===== config.mk =====
export PLATFORM = sky130hd
export DESIGN_NAME = rrs_sequencer
export DESIGN_NICKNAME = d
export VERILOG_FILES = /design/src/rtl/rrs_pkg.sv /design/src/rtl/rrs_delay_line.sv /design/src/rtl/rrs_sequencer.sv
export SDC_FILE = /design/constraint.sdc
export NUM_CORES = 1
export LEC_CHECK = 0
export ABC_CLOCK_PERIOD_IN_PS = 3400
export BUFFER_PORTS_ARGS = -buffer_cell sky130_fd_sc_hd__buf_2
export CELL_PAD_IN_SITES_DETAIL_PLACEMENT = 0
export CELL_PAD_IN_SITES_GLOBAL_PLACEMENT = 1
export CORE_UTILIZATION = 42
export DETAILED_ROUTE_END_ITERATION = 12
export GPL_ROUTABILITY_DRIVEN = 0
export HOLD_SLACK_MARGIN = 0.15
export PLACE_DENSITY = 0.69
export SLEW_MARGIN = 0
export SYNTH_ARGS = -nofsm -noshare
export SYNTH_HDL_FRONTEND = slang
export SYNTH_HIERARCHICAL = 1
export SYNTH_SLANG_ARGS = --single-unit

===== constraint.sdc =====
create_clock -name i_sys_clk -period 3.4 [get_ports i_sys_clk]
set_input_delay 0.17 -clock i_sys_clk [delete_from_list [all_inputs] [get_ports i_sys_clk]]
set_output_delay 0.17 -clock i_sys_clk [all_outputs]
set_load 0.01 [all_outputs]

===== src/rtl/rrs_pkg.sv =====
// Purpose: shared constants and types of the rolling readout sequencer
// Assumes: 12-bit register words loaded through a parallel address/data port
// Notes:   register indices are word indices of the upload port
package rrs_pkg;

   // register word width and upload address width
   localparam int unsigned REG_W  = 12;
   localparam int unsigned ADDR_W = 4;

   // register indices
   localparam logic [3:0] IDX_SEQUENCER   = 4'h0;
   localparam logic [3:0] IDX_PIXELS      = 4'h1;
   localparam logic [3:0] IDX_LINES       = 4'h2;
   localparam logic [3:0] IDX_INT_LINES   = 4'h3;
   localparam logic [3:0] IDX_SYNC_DELAY  = 4'h4;
   localparam logic [3:0] IDX_COL_START   = 4'h5;
   localparam logic [3:0] IDX_ROW_START   = 4'h6;
   localparam logic [3:0] IDX_CORE        = 4'h7;
   localparam logic [3:0] IDX_AMP         = 4'h8;
   localparam logic [3:0] IDX_COARSE_DAC  = 4'h9;
   localparam logic [3:0] IDX_FINE_DAC    = 4'ha;
   localparam logic [3:0] IDX_DARK_DAC    = 4'hb;
   localparam int unsigned NUM_REGS       = 12;

   // reset values
   localparam logic [11:0] RST_ZERO     = 12'h000;
   localparam logic [11:0] RST_FINE_DAC = 12'h080;

   // sequencer register fields
   localparam int unsigned SEQ_NDR_BIT   = 0;
   localparam int unsigned SEQ_MODE2_BIT = 2;

   // delay register fields
   localparam int unsigned DLY_PV_LSB  = 0;
   localparam int unsigned DLY_END_LSB = 4;
   localparam int unsigned DLY_W       = 4;
   localparam int unsigned DLY_DEPTH   = 13;
   localparam logic [3:0]  DLY_OFFSET  = 4'h2;

   // core register fields
   localparam int unsigned CORE_TEST_LSB = 0;
   localparam int unsigned CORE_HSUB_LSB = 2;
   localparam int unsigned CORE_VSUB_LSB = 5;

   // amplifier register fields
   localparam int unsigned AMP_GAIN_LSB  = 0;
   localparam int unsigned AMP_UNITY_BIT = 4;
   localparam int unsigned AMP_ONE_BIT   = 5;
   localparam int unsigned AMP_STBY_BIT  = 6;
   localparam int unsigned AMP_CLKD_LSB  = 7;
   localparam int unsigned AMP_CLKD_INV  = 9;

   // last allowed window start positions
   localparam logic [11:0] COL_START_MAX = 12'h062;
   localparam logic [11:0] ROW_START_MAX = 12'h089;

   // row blanking in system clock cycles
   localparam int unsigned ROW_BLANK_CYC = 282;

   // upload port word
   typedef struct packed {
      logic             load;
      logic [3:0]       addr;
      logic [11:0]      data;
   } rrs_reg_wr_t;

   // static settings toward the analog core
   typedef struct packed {
      logic [1:0] core_test;
      logic [2:0] hsub_mode;
      logic [2:0] vsub_mode;
      logic [3:0] amp_gain;
      logic       amp_unity;
      logic       one_output;
      logic       second_path_standby;
      logic       amp_standby;
      logic [2:0] amp_clk_delay;
      logic       amp_clk_invert;
      logic [7:0] coarse_dac;
      logic [7:0] fine_dac;
      logic [7:0] dark_dac;
      logic       dark_on_reset_bus;
      logic [11:0] col_start;
      logic [11:0] row_start;
   } rrs_analog_t;

   // line sequencing states
   typedef enum logic [1:0] {
      LS_IDLE  = 2'b00,
      LS_BLANK = 2'b01,
      LS_READ  = 2'b11
   } rrs_line_state_t;

   // reset value of a register word
   function automatic logic [11:0] reg_reset(input int unsigned idx);
      reg_reset = (idx == int'(IDX_FINE_DAC)) ? RST_FINE_DAC : RST_ZERO;
   endfunction

   // delay code to added cycles: none up to 2, code minus 2 above
   function automatic logic [3:0] delay_cycles(input logic [3:0] code);
      delay_cycles = (code > DLY_OFFSET) ? code - DLY_OFFSET : 4'h0;
   endfunction

endpackage


===== src/rtl/rrs_delay_line.sv =====
// Purpose: tapped shift line giving a selectable delay in system clocks
// Assumes: tap 0 passes the input straight through
// Notes:   the caller registers the output
`timescale 1ns/10ps
module rrs_delay_line #(
   parameter int unsigned W     = 1,
   parameter int unsigned DEPTH = rrs_pkg::DLY_DEPTH
) (
   input  wire logic         i_sys_clk,
   input  wire logic         i_rst_n,
   input  wire logic [W-1:0] i_data,
   input  wire logic [3:0]   i_tap,
   output logic [W-1:0]      o_data
);

   logic [W-1:0] stage [0:DEPTH];

   assign stage[0] = i_data;

   // one flop per delay step
   genvar g;
   generate
      for (g = 1; g <= DEPTH; g++) begin : g_stage
         always_ff @(posedge i_sys_clk or negedge i_rst_n) begin
            if (!i_rst_n) begin
               stage[g] <= '0;
            end else begin
               stage[g] <= stage[g-1];
            end
         end
      end
   endgenerate

   // tap select, out of range taps use the last stage
   always_comb begin
      if (int'(i_tap) > DEPTH) begin
         o_data = stage[DEPTH];
      end else begin
         o_data = stage[i_tap];
      end
   end

endmodule


===== src/rtl/rrs_sequencer.sv =====
// Purpose: readout sequencer of a rolling shutter sensor: pixel, line and
//          integration counters, row pointer syncs, delays and settings
// Assumes: row and frame pulses are level inputs synchronous to i_sys_clk
// Notes:   all outputs are registered
`timescale 1ns/10ps
module rrs_sequencer #(
   parameter int unsigned BLANK_CYC = rrs_pkg::ROW_BLANK_CYC,
   parameter int unsigned CW        = rrs_pkg::REG_W
) (
   input  wire logic                 i_sys_clk,
   input  wire logic                 i_rst_n,
   input  wire rrs_pkg::rrs_reg_wr_t i_reg_wr,
   input  wire logic                 i_row_clk,
   input  wire logic                 i_frame_start,
   output logic                      o_pixel_valid,
   output logic                      o_line_end_pulse,
   output logic                      o_frame_end,
   output logic                      o_left_row_sync,
   output logic                      o_right_row_sync,
   output logic [CW-1:0]             o_left_row_ptr,
   output logic [CW-1:0]             o_right_row_ptr,
   output logic [CW-1:0]             o_line_count,
   output logic [CW-1:0]             o_int_count,
   output logic [CW-1:0]             o_pixel_count,
   output logic [CW:0]               o_int_time_a,
   output logic [CW:0]               o_int_time_b,
   output rrs_pkg::rrs_analog_t      o_analog
);

   logic [CW-1:0]            regs [0:rrs_pkg::NUM_REGS-1];
   logic                     row_q;
   logic                     fs_q;
   logic                     row_pulse;
   logic                     fs_pulse;
   logic                     nondestructive_read;
   logic                     mode2;
   logic                     row_phase;
   logic                     advance;
   logic                     frame_open;
   logic                     right_done;
   logic                     frame_done;
   rrs_pkg::rrs_line_state_t state;
   logic [15:0]              blank_cnt;
   logic                     px_tick;
   logic [CW-1:0]            pixel_cnt;
   logic [CW-1:0]            line_cnt;
   logic [CW-1:0]            int_cnt;
   logic                     pv_raw;
   logic                     pv_fall;
   logic                     eol_pre;
   logic                     eol_raw;
   logic                     eof_raw;
   logic                     pv_dly;
   logic [1:0]               end_dly;
   logic [CW-1:0]            pixels_per_row;
   logic [CW-1:0]            lines_per_frame;
   logic [CW-1:0]            int_lines;
   logic [CW-1:0]            amp_reg;
   logic [CW-1:0]            core_reg;

   // named views of the register words
   assign pixels_per_row      = regs[rrs_pkg::IDX_PIXELS];
   assign lines_per_frame     = regs[rrs_pkg::IDX_LINES];
   assign int_lines           = regs[rrs_pkg::IDX_INT_LINES];
   assign amp_reg             = regs[rrs_pkg::IDX_AMP];
   assign core_reg            = regs[rrs_pkg::IDX_CORE];
   assign nondestructive_read = regs[rrs_pkg::IDX_SEQUENCER][rrs_pkg::SEQ_NDR_BIT];
   assign mode2               = nondestructive_read
                                & regs[rrs_pkg::IDX_SEQUENCER][rrs_pkg::SEQ_MODE2_BIT];

   // register upload, effective at once
   always_ff @(posedge i_sys_clk or negedge i_rst_n) begin
      if (!i_rst_n) begin
         for (int k = 0; k < rrs_pkg::NUM_REGS; k++) begin
            regs[k] <= rrs_pkg::reg_reset(k);
         end
      end else if (i_reg_wr.load && (int'(i_reg_wr.addr) < rrs_pkg::NUM_REGS)) begin
         regs[i_reg_wr.addr] <= i_reg_wr.data;
      end
   end

   // edge detect of the controller pulses
   always_ff @(posedge i_sys_clk or negedge i_rst_n) begin
      if (!i_rst_n) begin
         row_q <= 1'b0;
         fs_q  <= 1'b0;
      end else begin
         row_q <= i_row_clk;
         fs_q  <= i_frame_start;
      end
   end

   // each pulse is counted once however long it is held
   assign row_pulse = i_row_clk & ~row_q;
   assign fs_pulse  = i_frame_start & ~fs_q;

   // pair phase, 1 after the left row, 0 after the right row
   always_ff @(posedge i_sys_clk or negedge i_rst_n) begin
      if (!i_rst_n) begin
         row_phase <= 1'b0;
      end else if (fs_pulse) begin
         row_phase <= 1'b0;
      end else if (row_pulse && mode2) begin
         row_phase <= ~row_phase;
      end
   end

   // in mode 2 counters step on the second pulse of each pair
   assign advance = row_pulse & (~mode2 | row_phase);

   // frame bookkeeping
   always_ff @(posedge i_sys_clk or negedge i_rst_n) begin
      if (!i_rst_n) begin
         frame_open <= 1'b0;
      end else if (fs_pulse) begin
         frame_open <= 1'b1;
      end else if (eof_raw) begin
         frame_open <= 1'b0;
      end
   end

   // line sequencing: blanking then pixel readout
   always_ff @(posedge i_sys_clk or negedge i_rst_n) begin
      if (!i_rst_n) begin
         state     <= rrs_pkg::LS_IDLE;
         blank_cnt <= '0;
      end else if (row_pulse) begin
         state     <= rrs_pkg::LS_BLANK;
         blank_cnt <= 16'(BLANK_CYC - 1);
      end else begin
         unique case (state)
            rrs_pkg::LS_IDLE: begin
               blank_cnt <= '0;
            end
            rrs_pkg::LS_BLANK: begin
               if (blank_cnt == '0) begin
                  state <= rrs_pkg::LS_READ;
               end else begin
                  blank_cnt <= blank_cnt - 16'h0001;
               end
            end
            rrs_pkg::LS_READ: begin
               if (pv_fall) begin
                  state <= rrs_pkg::LS_IDLE;
               end
            end
            default: begin
               state <= rrs_pkg::LS_IDLE;
            end
         endcase
      end
   end

   // internal pixel clock at half the system rate
   always_ff @(posedge i_sys_clk or negedge i_rst_n) begin
      if (!i_rst_n) begin
         px_tick <= 1'b0;
      end else if (state != rrs_pkg::LS_READ) begin
         px_tick <= 1'b0;
      end else begin
         px_tick <= ~px_tick;
      end
   end

   assign pv_fall = pv_raw & px_tick & (pixel_cnt == pixels_per_row);

   // pixel-valid and pixel counter
   always_ff @(posedge i_sys_clk or negedge i_rst_n) begin
      if (!i_rst_n) begin
         pv_raw    <= 1'b0;
         pixel_cnt <= '0;
      end else if (row_pulse) begin
         pv_raw    <= 1'b0;
         pixel_cnt <= '0;
      end else if (state == rrs_pkg::LS_BLANK && blank_cnt == '0) begin
         pv_raw    <= 1'b1;
         pixel_cnt <= '0;
      end else if (pv_fall) begin
         pv_raw <= 1'b0;
      end else if (pv_raw && px_tick) begin
         pixel_cnt <= pixel_cnt + 12'h001;
      end
   end

   always_ff @(posedge i_sys_clk or negedge i_rst_n) begin
      if (!i_rst_n) begin
         line_cnt <= '0;
      end else if (fs_pulse) begin
         line_cnt <= '0;
      end else if (advance && frame_open && line_cnt != lines_per_frame) begin
         line_cnt <= line_cnt + 12'h001;
      end
   end

   always_ff @(posedge i_sys_clk or negedge i_rst_n) begin
      if (!i_rst_n) begin
         int_cnt          <= '0;
         right_done       <= 1'b0;
         o_right_row_sync <= 1'b0;
      end else if (fs_pulse) begin
         int_cnt          <= '0;
         right_done       <= 1'b0;
         o_right_row_sync <= 1'b0;
      end else begin
         o_right_row_sync <= 1'b0;
         if (frame_open && !right_done && int_cnt == int_lines) begin
            o_right_row_sync <= 1'b1;
            right_done       <= 1'b1;
         end else if (advance && frame_open && !right_done) begin
            // stepped by the halved advance in mode 2
            int_cnt <= int_cnt + 12'h001;
         end
      end
   end

   always_ff @(posedge i_sys_clk or negedge i_rst_n) begin
      if (!i_rst_n) begin
         o_left_row_sync <= 1'b0;
      end else begin
         o_left_row_sync <= fs_pulse;
      end
   end

   always_ff @(posedge i_sys_clk or negedge i_rst_n) begin
      if (!i_rst_n) begin
         o_left_row_ptr <= '0;
      end else if (fs_pulse) begin
         o_left_row_ptr <= o_analog.row_start;
      end else if (row_pulse && (!mode2 || !row_phase)) begin
         o_left_row_ptr <= o_left_row_ptr + 12'h001;
      end
   end

   // right pointer load at right sync, then shift
   always_ff @(posedge i_sys_clk or negedge i_rst_n) begin
      if (!i_rst_n) begin
         o_right_row_ptr <= '0;
      end else if (frame_open && !right_done && int_cnt == int_lines && !fs_pulse) begin
         o_right_row_ptr <= o_analog.row_start;
      end else if (row_pulse && (!mode2 || row_phase)) begin
         o_right_row_ptr <= o_right_row_ptr + 12'h001;
      end
   end

   // line end one clock after the fall, frame end with the fall
   always_ff @(posedge i_sys_clk or negedge i_rst_n) begin
      if (!i_rst_n) begin
         eol_pre    <= 1'b0;
         eol_raw    <= 1'b0;
         eof_raw    <= 1'b0;
         frame_done <= 1'b0;
      end else begin
         eol_pre <= pv_fall;
         eol_raw <= eol_pre;
         eof_raw <= 1'b0;
         if (fs_pulse) begin
            frame_done <= 1'b0;
         end else if (pv_fall && frame_open && !frame_done
                      && line_cnt == lines_per_frame
                      && (!mode2 || !row_phase)) begin
            // in mode 2 only after the right row
            eof_raw    <= 1'b1;
            frame_done <= 1'b1;
         end
      end
   end

   rrs_delay_line #(
      .W     (1),
      .DEPTH (rrs_pkg::DLY_DEPTH)
   ) u_pv_delay (
      .i_sys_clk (i_sys_clk),
      .i_rst_n   (i_rst_n),
      .i_data    (pv_raw),
      .i_tap     (rrs_pkg::delay_cycles(
                     regs[rrs_pkg::IDX_SYNC_DELAY][rrs_pkg::DLY_PV_LSB +: rrs_pkg::DLY_W])),
      .o_data    (pv_dly)
   );

   // programmable delay of line and frame ends
   rrs_delay_line #(
      .W     (2),
      .DEPTH (rrs_pkg::DLY_DEPTH)
   ) u_end_delay (
      .i_sys_clk (i_sys_clk),
      .i_rst_n   (i_rst_n),
      .i_data    ({eof_raw, eol_raw}),
      .i_tap     (rrs_pkg::delay_cycles(
                     regs[rrs_pkg::IDX_SYNC_DELAY][rrs_pkg::DLY_END_LSB +: rrs_pkg::DLY_W])),
      .o_data    (end_dly)
   );

   // delayed timing outputs
   always_ff @(posedge i_sys_clk or negedge i_rst_n) begin
      if (!i_rst_n) begin
         o_pixel_valid    <= 1'b0;
         o_line_end_pulse <= 1'b0;
         o_frame_end      <= 1'b0;
      end else begin
         o_pixel_valid    <= pv_dly;
         o_line_end_pulse <= end_dly[0];
         o_frame_end      <= end_dly[1];
      end
   end

   // counter status
   always_ff @(posedge i_sys_clk or negedge i_rst_n) begin
      if (!i_rst_n) begin
         o_line_count  <= '0;
         o_int_count   <= '0;
         o_pixel_count <= '0;
      end else begin
         o_line_count  <= line_cnt;
         o_int_count   <= int_cnt;
         o_pixel_count <= pixel_cnt;
      end
   end

   always_ff @(posedge i_sys_clk or negedge i_rst_n) begin
      if (!i_rst_n) begin
         o_int_time_a <= '0;
         o_int_time_b <= '0;
      end else if (mode2) begin
         o_int_time_a <= 13'({int_lines, 1'b0} + 13'h0001);
         o_int_time_b <= 13'({lines_per_frame, 1'b0} + 13'h0002
                             - {int_lines, 1'b0} - 13'h0001);
      end else if (nondestructive_read) begin
         o_int_time_a <= 13'({1'b0, lines_per_frame} + 13'h0001);
         o_int_time_b <= 13'({1'b0, lines_per_frame} + 13'h0001);
      end else begin
         o_int_time_a <= 13'({1'b0, lines_per_frame} - {1'b0, int_lines} + 13'h0001);
         o_int_time_b <= 13'({1'b0, lines_per_frame} - {1'b0, int_lines} + 13'h0001);
      end
   end

   // core, window and sub-sampling settings
   always_ff @(posedge i_sys_clk or negedge i_rst_n) begin
      if (!i_rst_n) begin
         o_analog.core_test <= '0;
         o_analog.hsub_mode <= '0;
         o_analog.vsub_mode <= '0;
         o_analog.col_start <= '0;
         o_analog.row_start <= '0;
      end else begin
         o_analog.core_test <= core_reg[rrs_pkg::CORE_TEST_LSB +: 2];
         o_analog.hsub_mode <= core_reg[rrs_pkg::CORE_HSUB_LSB +: 3];
         o_analog.vsub_mode <= core_reg[rrs_pkg::CORE_VSUB_LSB +: 3];
         // clamp to the last column position
         o_analog.col_start <= (regs[rrs_pkg::IDX_COL_START] > rrs_pkg::COL_START_MAX)
                               ? rrs_pkg::COL_START_MAX : regs[rrs_pkg::IDX_COL_START];
         // clamp to the last row position
         o_analog.row_start <= (regs[rrs_pkg::IDX_ROW_START] > rrs_pkg::ROW_START_MAX)
                               ? rrs_pkg::ROW_START_MAX : regs[rrs_pkg::IDX_ROW_START];
      end
   end

   // amplifier and dac settings
   always_ff @(posedge i_sys_clk or negedge i_rst_n) begin
      if (!i_rst_n) begin
         o_analog.amp_gain            <= '0;
         o_analog.amp_unity           <= 1'b0;
         o_analog.one_output          <= 1'b0;
         o_analog.second_path_standby <= 1'b0;
         o_analog.amp_standby         <= 1'b0;
         o_analog.amp_clk_delay       <= '0;
         o_analog.amp_clk_invert      <= 1'b0;
         o_analog.coarse_dac          <= '0;
         o_analog.fine_dac            <= rrs_pkg::RST_FINE_DAC[7:0];
         o_analog.dark_dac            <= '0;
         o_analog.dark_on_reset_bus   <= 1'b0;
      end else begin
         o_analog.amp_gain  <= amp_reg[rrs_pkg::AMP_UNITY_BIT]
                               ? 4'h0 : amp_reg[rrs_pkg::AMP_GAIN_LSB +: 4];
         o_analog.amp_unity <= amp_reg[rrs_pkg::AMP_UNITY_BIT];
         // single output and second path standby
         o_analog.one_output          <= amp_reg[rrs_pkg::AMP_ONE_BIT];
         o_analog.second_path_standby <= amp_reg[rrs_pkg::AMP_ONE_BIT]
                                         | amp_reg[rrs_pkg::AMP_STBY_BIT];
         o_analog.amp_standby <= amp_reg[rrs_pkg::AMP_STBY_BIT];
         // clock delay, top code bit inverts
         o_analog.amp_clk_delay  <= amp_reg[rrs_pkg::AMP_CLKD_LSB +: 3];
         o_analog.amp_clk_invert <= amp_reg[rrs_pkg::AMP_CLKD_INV];
         o_analog.coarse_dac <= regs[rrs_pkg::IDX_COARSE_DAC][7:0];
         o_analog.fine_dac   <= regs[rrs_pkg::IDX_FINE_DAC][7:0];
         // dark level and its use on reset buses
         o_analog.dark_dac          <= regs[rrs_pkg::IDX_DARK_DAC][7:0];
         o_analog.dark_on_reset_bus <= nondestructive_read;
      end
   end

endmodule


==> results.yml, run 1 <==
setup_path:
  cp_data_arrival_time_ps: 3080
  start_kind: "flip-flop"
  slowest_delay_ps: 550
  cp_top_family: "compound AO/OA/AOI/OAI gates"
  crit_chain: "ha_1 > ha_1 > o211ai_1 > o31ai_1 > mux2i_1 > o221ai_1 > o21bai_1"
  cp_slowest_cell: "o31ai_1"
  rr_startpoint: "lines_per_frame[5]"
  r2r_setup_slack_ps: 730
  cp-end-kind: "flip-flop"
  worstPathRequired_ps: 3810
  cp_max_fo: 7
  critPathKind: "flip-flop to flip-flop"
  critPathMostFrequentCell: "ha_1"
  ff2ff_path_depth: 7
  r2r-end: "o_int_time_b[12]"
  path_buf_inv: 0
place:
  dp.cells: 1903
  io_buffers: 180
  hpwlAfterDp_mm: 26.4
  dpl_cell_area_um2: 17200
final_layout:
  layout_common_cells: "dfrtp_1, buf_2, mux2_2"
  final_cells: 1987
  nNetsFinal: 1548
  top_register: "o_analog"
  largest_reg_flops: 68
  biggestRegsByFlops: "o_analog x68, regs x57, u_end_delay/stage x26"
  drive_gt1_share_pct: 26.7
  synthToLayoutAreaGrowth_pct: 17.8
  fin_area_um2: 18600
  final_common_cell: "dfrtp_1"
  num-fill-cells: 3330
  diodes: 0
clocking:
  h-tree-depth: 2
  insertion_delay_ps: 550
  clkTransAtPathRegs_ps: 60
  cts_buffers: 40
  cts_setup_buffers: 0
  clockBufferDepth: 3
  numClockSinks: 374
  tritoncts: "built"
  root_buffer: "clkbuf_16"
  cts_resized: 0
  postCtsHoldBufs: 13
route:
  postRouteAntennaNets: 0
  drc: 0
  viasPerCell: 5.26
  post_drt_wl_per_cell_um: 19.0
  via_count: 10400
  wirelength_mm: 37.8
  drt_first_pass_iters: 4
  drt_iter0_drc: 562
global_route:
  met2_usage_pct: 31.8
  grt_busiest_layer: "met2"
  met3_usage_pct: 4.07
  grt.met1_usage_pct: 28.5
  grt_pass1_vias: 10600
  grt-ovfl-total: 0
  grt_usage_pct: 20.4
  grt_pass1_wl_mm: 60.5
  grt_max_degree: 79
  antenna_found_initial: 1
die:
  coreArea_um2: 36800
  dieArea_um2: 38300
  rows: 70
  dieWidth_um: 196
  initial_utilization_pct: 42.9
  ios: 181
  die_y_um: 196
power:
  power.density_nw_per_um2: 726
  p_seq_share_pct: 43.4
  p_sw_mw: 4.25
  p_comb_share_pct: 26.1
  p_int_mw: 9.24
  power.leakage_nw: 8.75
  clockPowerShare_pct: 30.4
  ir_worst_vdd_uv: 475
  swShare_pct: 31.5
timing:
  drv_slew: 0
  grt_setup_unrepaired: "false"
  finalClockSkew_ps: 21.3
  setup_viol: 0
  worstMarginPinSlew_ps: 1200
  finalCriticalPeriod_ps: 2670
  hold_viol_final: 0
  fmax_ghz: 0.375
  fin_crit_sh_pct: 78.5
  tns_ps: 0
  maxSlewHeadroom_pct: 19.6
synthesis:
  async_flop_share_pct: 100
  yosys_warnings: 6
  syn_area_per_cell_um2: 12.2
  syn-instance-count: 1288
  yosysSeqAreaShare_pct: 59.3
  synth_top_flop_cell: "dfrtp_1"
  synth_cell_types: 72
  synth_edf_count: 0
  ys_seq_elements: 374
  netlist_area_um2: 15800
status:
  outcome: "finished clean"
min_path:
  hold_path_class: "primary input to asynchronous set/reset pin"
run:
  maxCapViolations: 0
==> per-layer routing <==
layer / vias to the layer above / wire length, µm
met2: 219 / 17600
met1: 5253 / 17500
met4: 2 / 943
met3: 66 / 1800
li1: 4904 / -
met5: - / 10
==> cell families after synthesis <==
group / Yosys count / share of synthesized area (%)
AND/OR/NAND/NOR: 351 / 11.4
flip-flops: 374 / 59.3
AO/OA/AOI/OAI: 182 / 7.30
buffers and inverters: 91 / 2.36
multiplexers: 141 / 10.5
other: 1 / 0.0238
adder cells (fa/ha/maj): 38 / 3.00
XOR/XNOR: 110 / 6.11
==> power by group through the flow <==
stage	clock network (mW)	logic (mW)	registers [mW]
6_report	4.10	3.53	5.86
2_1_floorplan	0	2.22	5.99
3_5_place_dp	0	3.54	5.94
5_1_grt	4.41	3.92	5.97
4_1_cts	4.24	3.57	5.87
3_3_place_gp	0	3.51	5.92
==> per-stage QoR <==
stage	setup slack, ps	hold slack (ps)	total power, mW	util [%]
finish	733	160	13.5	50.5
global route	576	165	14.3	50.5
CTS	752	156	13.7	50.5
floorplan	967	-126	8.21	-
global placement	819	175	9.43	46.8
detailed placement	773	179	9.48	46.8
==> cell type report <==
| type | instances | area (µm²) | area share, % |
|---|---|---|---|
| flip-flops and latches | 374 | 9360 | 50.4 |
| clock buffers | 57 | 1150 | 6.22 |
| well taps | 468 | 586 | 3.15 |
| repair buffers | 209 | 1190 | 6.38 |
| inverters | 34 | 128 | 0.687 |
| clock inverters | 14 | 93.8 | 0.505 |
| multi-input cells | 831 | 6070 | 32.7 |
==> worst register-to-register path: stages, from the launching register on <==
cell and delay, ps:
dfrtp_1 460, ha_1 330, ha_1 420, o211ai_1 210, o31ai_1 550, mux2i_1 240, o221ai_1 140, o21bai_1 190
==> synthesized netlist by cell type, types with 4 or more instances <==
cell / instances / area (µm²)
dfrtp_1: 372 / 9310
mux2_2: 119 / 1340
nor2_1: 97 / 364
nand2_1: 76 / 285
xnor2_1: 63 / 552
a21oi_1: 54 / 270
clkbuf_1: 48 / 180
xor2_1: 47 / 412
o21ai_0: 45 / 225
ha_1: 37 / 463
inv_1: 33 / 124
nand3_1: 28 / 140
nand4_1: 18 / 113
nor3_1: 15 / 75.1
and2_1: 14 / 87.6
nand2b_1: 14 / 87.6
a31oi_1: 13 / 81.3
mux2i_1: 13 / 130
nor2b_1: 13 / 81.3
and3_1: 12 / 75.1
or3_1: 12 / 75.1
nor4_1: 10 / 62.6
a21o_1: 8 / 60.1
or4_1: 8 / 60.1
o21a_1: 7 / 52.6
o31ai_1: 7 / 52.6
or2_2: 7 / 43.8
nand3b_1: 6 / 45.0
nor3b_1: 6 / 45.0
a41o_1: 5 / 50.1
and4_1: 5 / 43.8
mux4_2: 5 / 113
a221o_1: 4 / 40.0
==> worst max path at each step <==
stage                       start                to  slack, ps  cells past startpoint
4_1_cts        lines_per_frame[5]  o_int_time_b[12]        750                      7
5_1_grt        lines_per_frame[1]  o_int_time_b[10]        580                     10
6_report       lines_per_frame[5]  o_int_time_b[12]        730                      7
3_5_place_dp   lines_per_frame[5]  o_int_time_b[12]        770                      7
3_3_place_gp   lines_per_frame[1]  o_int_time_b[11]        820                      9
2_1_floorplan  lines_per_frame[5]  o_int_time_b[11]        970                      9
Note: power is estimated with default switching activity, not from simulation.
==> run 2, diff against run 1 <==
ABC_AREA = 1   (was unset)
ABC_CLOCK_PERIOD_IN_PS = 2400   (was 3400)
CORE_UTILIZATION = 41   (was 42)
PLACE_DENSITY = 0.74   (was 0.69)
clock period = 2.4 ns   (was 3.4 ns; I/O delays follow)
==> results.yml, run 2 <==
synthesis:
  synth_area_leaders: "dfrtp_1, nand2_1, o21ai_0"
  synth_top_family_by_area: "simple AND/OR/NAND/NOR gates"
  synth_compound_area_share_pct: 8.10
  netlist_area_um2: 16600
  syn-instance-count: 1855
  syn_area_per_cell_um2: 8.97
  netlist.area_leader.share_pct: 56.0
  synth_xor_xnor_area_share_pct: 4.11
  synth_edf_count: 0
  yosys.area.top_type: "dfrtp_1"
  synth_top_flop_cell: "dfrtp_1"
  yosysSeqAreaShare_pct: 56.3
  synth_simple_gate_area_share_pct: 22.3
  ys_seq_elements: 374
  synth_cell_types: 54
  yosys_warnings: 6
  synth_most_common_cell: "nand2_1"
  ys_top_cells_by_count: "nand2_1, dfrtp_1, inv_1, o21ai_0, nor2_1"
  yosys-mux-area-fraction_pct: 0
  synthAdderAreaFrac_pct: 2.78
  async_flop_share_pct: 100
final_layout:
  nNetsFinal: 2181
  diodes: 0
  fin_area_um2: 20200
  fin_util_pct: 50.6
  final_common_cell: "nand2_1"
  top_register: "o_analog"
  final_cells: 2680
  drive_gt1_share_pct: 15.8
  layout_common_cells: "nand2_1, dfrtp_1, inv_1"
  biggestRegsByFlops: "o_analog x68, regs x57, u_end_delay/stage x26"
  synthToLayoutAreaGrowth_pct: 21.3
  largest_reg_flops: 68
min_path:
  hold_path_class: "primary input to flip-flop"
  holdPathStages: 6
clocking:
  clkTransAtPathRegs_ps: 60
  cts_buffers: 41
  numClockSinks: 374
  h-tree-depth: 2
  insertion_delay_ps: 560
  tritoncts: "built"
  root_buffer: "clkbuf_16"
  clockBufferDepth: 3
setup_path:
  ff2ff_path_depth: 12
  cp_data_arrival_time_ps: 2750
  cp-end-kind: "flip-flop"
  cp_max_fo: 24
  critPathKind: "primary input to flip-flop"
  start_kind: "primary input"
  worstPathRequired_ps: 2900
power:
  finalPower_mw: 21.6
  clockPowerShare_pct: 29.5
  p_comb_share_pct: 29.8
  swShare_pct: 35.4
  power.density_nw_per_um2: 1070
  p_sw_mw: 7.66
  power.leakage_nw: 10.3
  p_int_mw: 14.0
  ir_worst_vdd_uv: 547
  p_seq_share_pct: 40.7
route:
  wirelength_mm: 43.5
  drt_first_pass_iters: 6
  postRouteAntennaNets: 0
  drt_iter0_drc: 664
  via_count: 13100
  drc: 0
  viasPerCell: 4.89
  post_drt_wl_per_cell_um: 16.2
timing:
  finalClockSkew_ps: 16.8
  maxSlewHeadroom_pct: 47.3
  tns_ps: 0
  hold_viol_final: 0
  drv_slew: 0
  worstMarginPinSlew_ps: 788
  fin_crit_sh_pct: 93.7
  setup_viol: 0
  fmax_ghz: 0.445
  finalCriticalPeriod_ps: 2250
die:
  rows: 73
  initial_utilization_pct: 41.7
  dieWidth_um: 203
  dieArea_um2: 41400
  coreArea_um2: 39900
  die_y_um: 203
  ios: 181
place:
  dpl_cell_area_um2: 18400
  io_buffers: 180
  hpwlAfterDp_mm: 31.0
  dp.cells: 2562
global_route:
  grt_pass1_wl_mm: 69.5
  antenna_found_initial: 0
  grt-ovfl-total: 0
  grt_max_degree: 59
  grt_usage_pct: 21.5
  grt_pass1_vias: 12800
run:
  maxCapViolations: 0
status:
  outcome: "finished clean"
run 2: cell count changes in the layout (fill, tap and decap cells not counted), sizes merged, moves of 15 or more:
cell,previous run,this run
nand2,76,492
inv,34,214
o21ai,48,177
mux2,121,0
nand3,28,134
nor2,97,145
xnor2,63,17
dlygate4sd3,13,41
buf,196,222
nor3,16,32
a21oi,54,39
run 2: cell type report:
class                   instances  area, µm²
clock buffers                  57       1190
clock inverters                18        180
fillers                      3751      19700
inverters                     213        805
multi-input cells            1230       6260
flip-flops and latches        374       9360
well taps                     525        657
repair buffers                263       1730
run 2: what timing repair did:
action,4_1_cts,5_1_grt
hold buffers,42,0
buffers inserted,0,1
resized for setup,0,8
endpoints found under the setup margin,0,14
endpoints found under the hold margin,425,0
run 2: cells by family after synthesis:
family / count (synthesis)
simple gates: 860
fa+ha+maj: 37
buf+inv: 259
other cells: 1
xor+xnor: 78
compound gates: 246
flops: 374
run 2: critical path: stages:
cell and delay, ps:
dlygate4sd3_1 560, buf_2 140, nor2_1 140, nand2_1 100, nor3_2 180, buf_6 220
nand2_1 80, dlygate4sd3_1 570, o21ai_0 80, dlygate4sd3_1 560
run 2: power groups by stage:
stage	combinational (mW)	sequential (mW)	clock, mW
after floorplan	3.93	8.96	0
after global placement	6.30	8.89	0
after detailed placement	6.34	8.92	0
after CTS	6.47	8.83	6.52
after global routing	7.35	8.97	6.78
final	6.45	8.81	6.37
run 2: routing by layer:
metal | track usage [%] | up-vias | wire [µm]
met5 | 0 | - | 0
met4 | 6.18 | 0 | 1020
met3 | 3.45 | 66 | 1900
met2 | 35.9 | 262 | 21100
met1 | 28.9 | 6295 | 19500
li1 | - | 6481 | -
run 2: path summary, 6_finish.rpt:
check / from / end / slack [ps]
min in group asynchronous: i_rst_n / u_end_delay/stage[18] / 580
max in group asynchronous: i_rst_n / regs[19] / 1200
min reg2reg: regs[19] / o_analog[40] / 370
max: i_reg_wr[13] / regs[80] / 150
max reg2reg: int_lines[3] / o_int_time_b[7] / 160
min: i_reg_wr[15] / regs[24] / 190
run 2: stage by stage:
| step | hold WS [ps] | setup slack [ps] |
|---|---|---|
| after floorplan | -176 | 358 |
| after global placement | 124 | 133 |
| after detailed placement | 124 | 85.8 |
| after CTS | 155 | 66.9 |
| after global routing | 214 | -2.97 |
| final | 191 | 151 |
==> run 3, diff against run 2 <==
GPL_ROUTABILITY_DRIVEN = unset   (was 0)
GPL_TIMING_DRIVEN = 0   (was unset)
RECOVER_POWER = 50   (was unset)
==> results.yml, run 3 (synthesis results as in run 2) <==
clocking:
  numClockSinks: 374
  cts_buffers: 42
  clockBufferDepth: 3
  h-tree-depth: 2
  tritoncts: "built"
  root_buffer: "clkbuf_16"
  clkTransAtPathRegs_ps: 60
  insertion_delay_ps: 570
final_layout:
  num-fill-cells: 3883
  diodes: 0
  layout_common_cells: "nand2_1, dfrtp_1, inv_1"
  largest_reg_flops: 68
  nNetsFinal: 2182
  multi_input_area_um2: 6330
  drive_gt1_share_pct: 10.1
  layout.area.seq_um2: 9380
  biggestRegsByFlops: "o_analog x68, regs x57, u_end_delay/stage x26"
  final_common_cell: "nand2_1"
  synthToLayoutAreaGrowth_pct: 20.3
  top_register: "o_analog"
route:
  drc: 0
  drt_iter0_drc: 798
  viasPerCell: 4.94
  post_drt_wl_per_cell_um: 16.6
  wirelength_mm: 44.4
  via_count: 13200
  drt_first_pass_iters: 5
  postRouteAntennaNets: 0
place:
  hpwlAfterDp_mm: 31.2
  io_buffers: 180
  gp_congestion: 0.885
  place_ws_ps: -142
setup_path:
  critPathKind: "flip-flop to flip-flop"
  worstPathRequired_ps: 2860
  cp_top_family: "simple AND/OR/NAND/NOR gates"
  cp_slowest_cell: "dfrtp_1"
  slowest_delay_ps: 500
  cp_data_arrival_time_ps: 2740
  cp_max_fo: 6
  cp-end-kind: "flip-flop"
  path_buf_inv: 1
  start_kind: "flip-flop"
  critPathMostFrequentCell: "nand2_1"
  crit_chain: "ha_1 > ha_2 > inv_1 > nor3_1 > and2_1 > nand2_1 > nand2_1 > nand2_1 > nand3_1 > nand2_1 > nand2_1 > nand2_1"
status:
  outcome: "finished clean"
timing:
  final.setup.worst_slack_ps: 121
  setup_viol: 0
  tns_ps: 0
  fin_crit_sh_pct: 94.9
  hold_viol_final: 0
  drv_slew: 0
  fmax_ghz: 0.439
  maxSlewHeadroom_pct: 8.63
  finalCriticalPeriod_ps: 2280
  worstMarginPinSlew_ps: 1370
  finalClockSkew_ps: 25.4
power:
  swShare_pct: 35.8
  p_seq_share_pct: 40.5
  clockPowerShare_pct: 30.8
  p_int_mw: 14.1
  power.leakage_nw: 9.76
  p_sw_mw: 7.88
  power.density_nw_per_um2: 1100
  p_comb_share_pct: 28.7
  ir_worst_vdd_uv: 557
run:
  maxCapViolations: 0
global_route:
  grt_pass1_wl_mm: 70.2
  grt_pass1_vias: 12900
  antenna_found_initial: 0
  grt_max_degree: 122
  grt_usage_pct: 21.7
  grt-ovfl-total: 0
die:
  die_y_um: 203
  dieWidth_um: 203
  rows: 73
  dieArea_um2: 41400
  coreArea_um2: 39900
  ios: 181
  initial_utilization_pct: 41.7
min_path:
  hold_path_class: "primary input to flip-flop"
==> run 3: final timing paths <==
kind | slack, ps | start | end | depth (start not counted)
hold reg to reg | 360 | regs[19] | o_analog[40] | 0
setup / recovery | 120 | lines_per_frame[10] | o_int_time_b[12] | 12
max in group asynchronous | 370 | i_rst_n | blank_cnt[4] | 4
hold / removal | 220 | i_row_clk | row_q | 2
setup reg to reg | 120 | lines_per_frame[10] | o_int_time_b[12] | 12
min in group asynchronous | 650 | i_rst_n | o_analog[40] | 3
==> run 3: power groups by stage <==
stage	clock (mW)	sequential, mW	combinational (mW)
final	6.77	8.92	6.32
after CTS	6.94	8.92	6.33
after global routing	7.22	9.09	7.21
after detailed placement	0	9.01	6.24
after floorplan	0	8.96	3.93
after global placement	0	8.99	6.15
==> run 3: cell type report <==
cell class | instances | area share (%)
Buffer | 46 | 1.29
Clock buffer | 55 | 5.80
Clock inverter | 22 | 1.55
Inverter | 213 | 4.02
Multi-Input combinational cell | 1230 | 31.6
Sequential cell | 374 | 46.8
Tap cell | 525 | 3.28
Timing Repair Buffer | 217 | 5.60
==> run 3: per-stage QoR <==
stage | cells | instance area, µm² | utilization (%) | hold WS [ps] | power [mW]
after floorplan | 1863 | 16700 | - | -176 | 12.9
after global placement | 2568 | 18200 | 45.7 | 243 | 15.1
after detailed placement | 2571 | 18300 | 45.9 | 48.6 | 15.2
after CTS | 2676 | 20100 | 50.3 | 184 | 22.2
after global routing | 2682 | 20000 | 50.1 | 203 | 23.5
final | 2682 | 20000 | 50.1 | 219 | 22.0
==> run 3: repair_timing <==
item | CTS | global route
buffers inserted | 0 | 6
pin swaps | 0 | 2
hold endpoints to repair | 334 | 0
gates resized for setup | 8 | 32
hold buffers | 28 | 0
endpoints found under the setup margin | 10 | 17
==> run 3: per-layer routing <==
metal	global-route usage [%]	vias to the layer above	part of all wire [%]
li1	-	6485	-
met1	30.0	6435	46
met2	35.4	263	48
met3	3.07	64	4.3
met4	6.42	0	2.0
met5	0	-	0
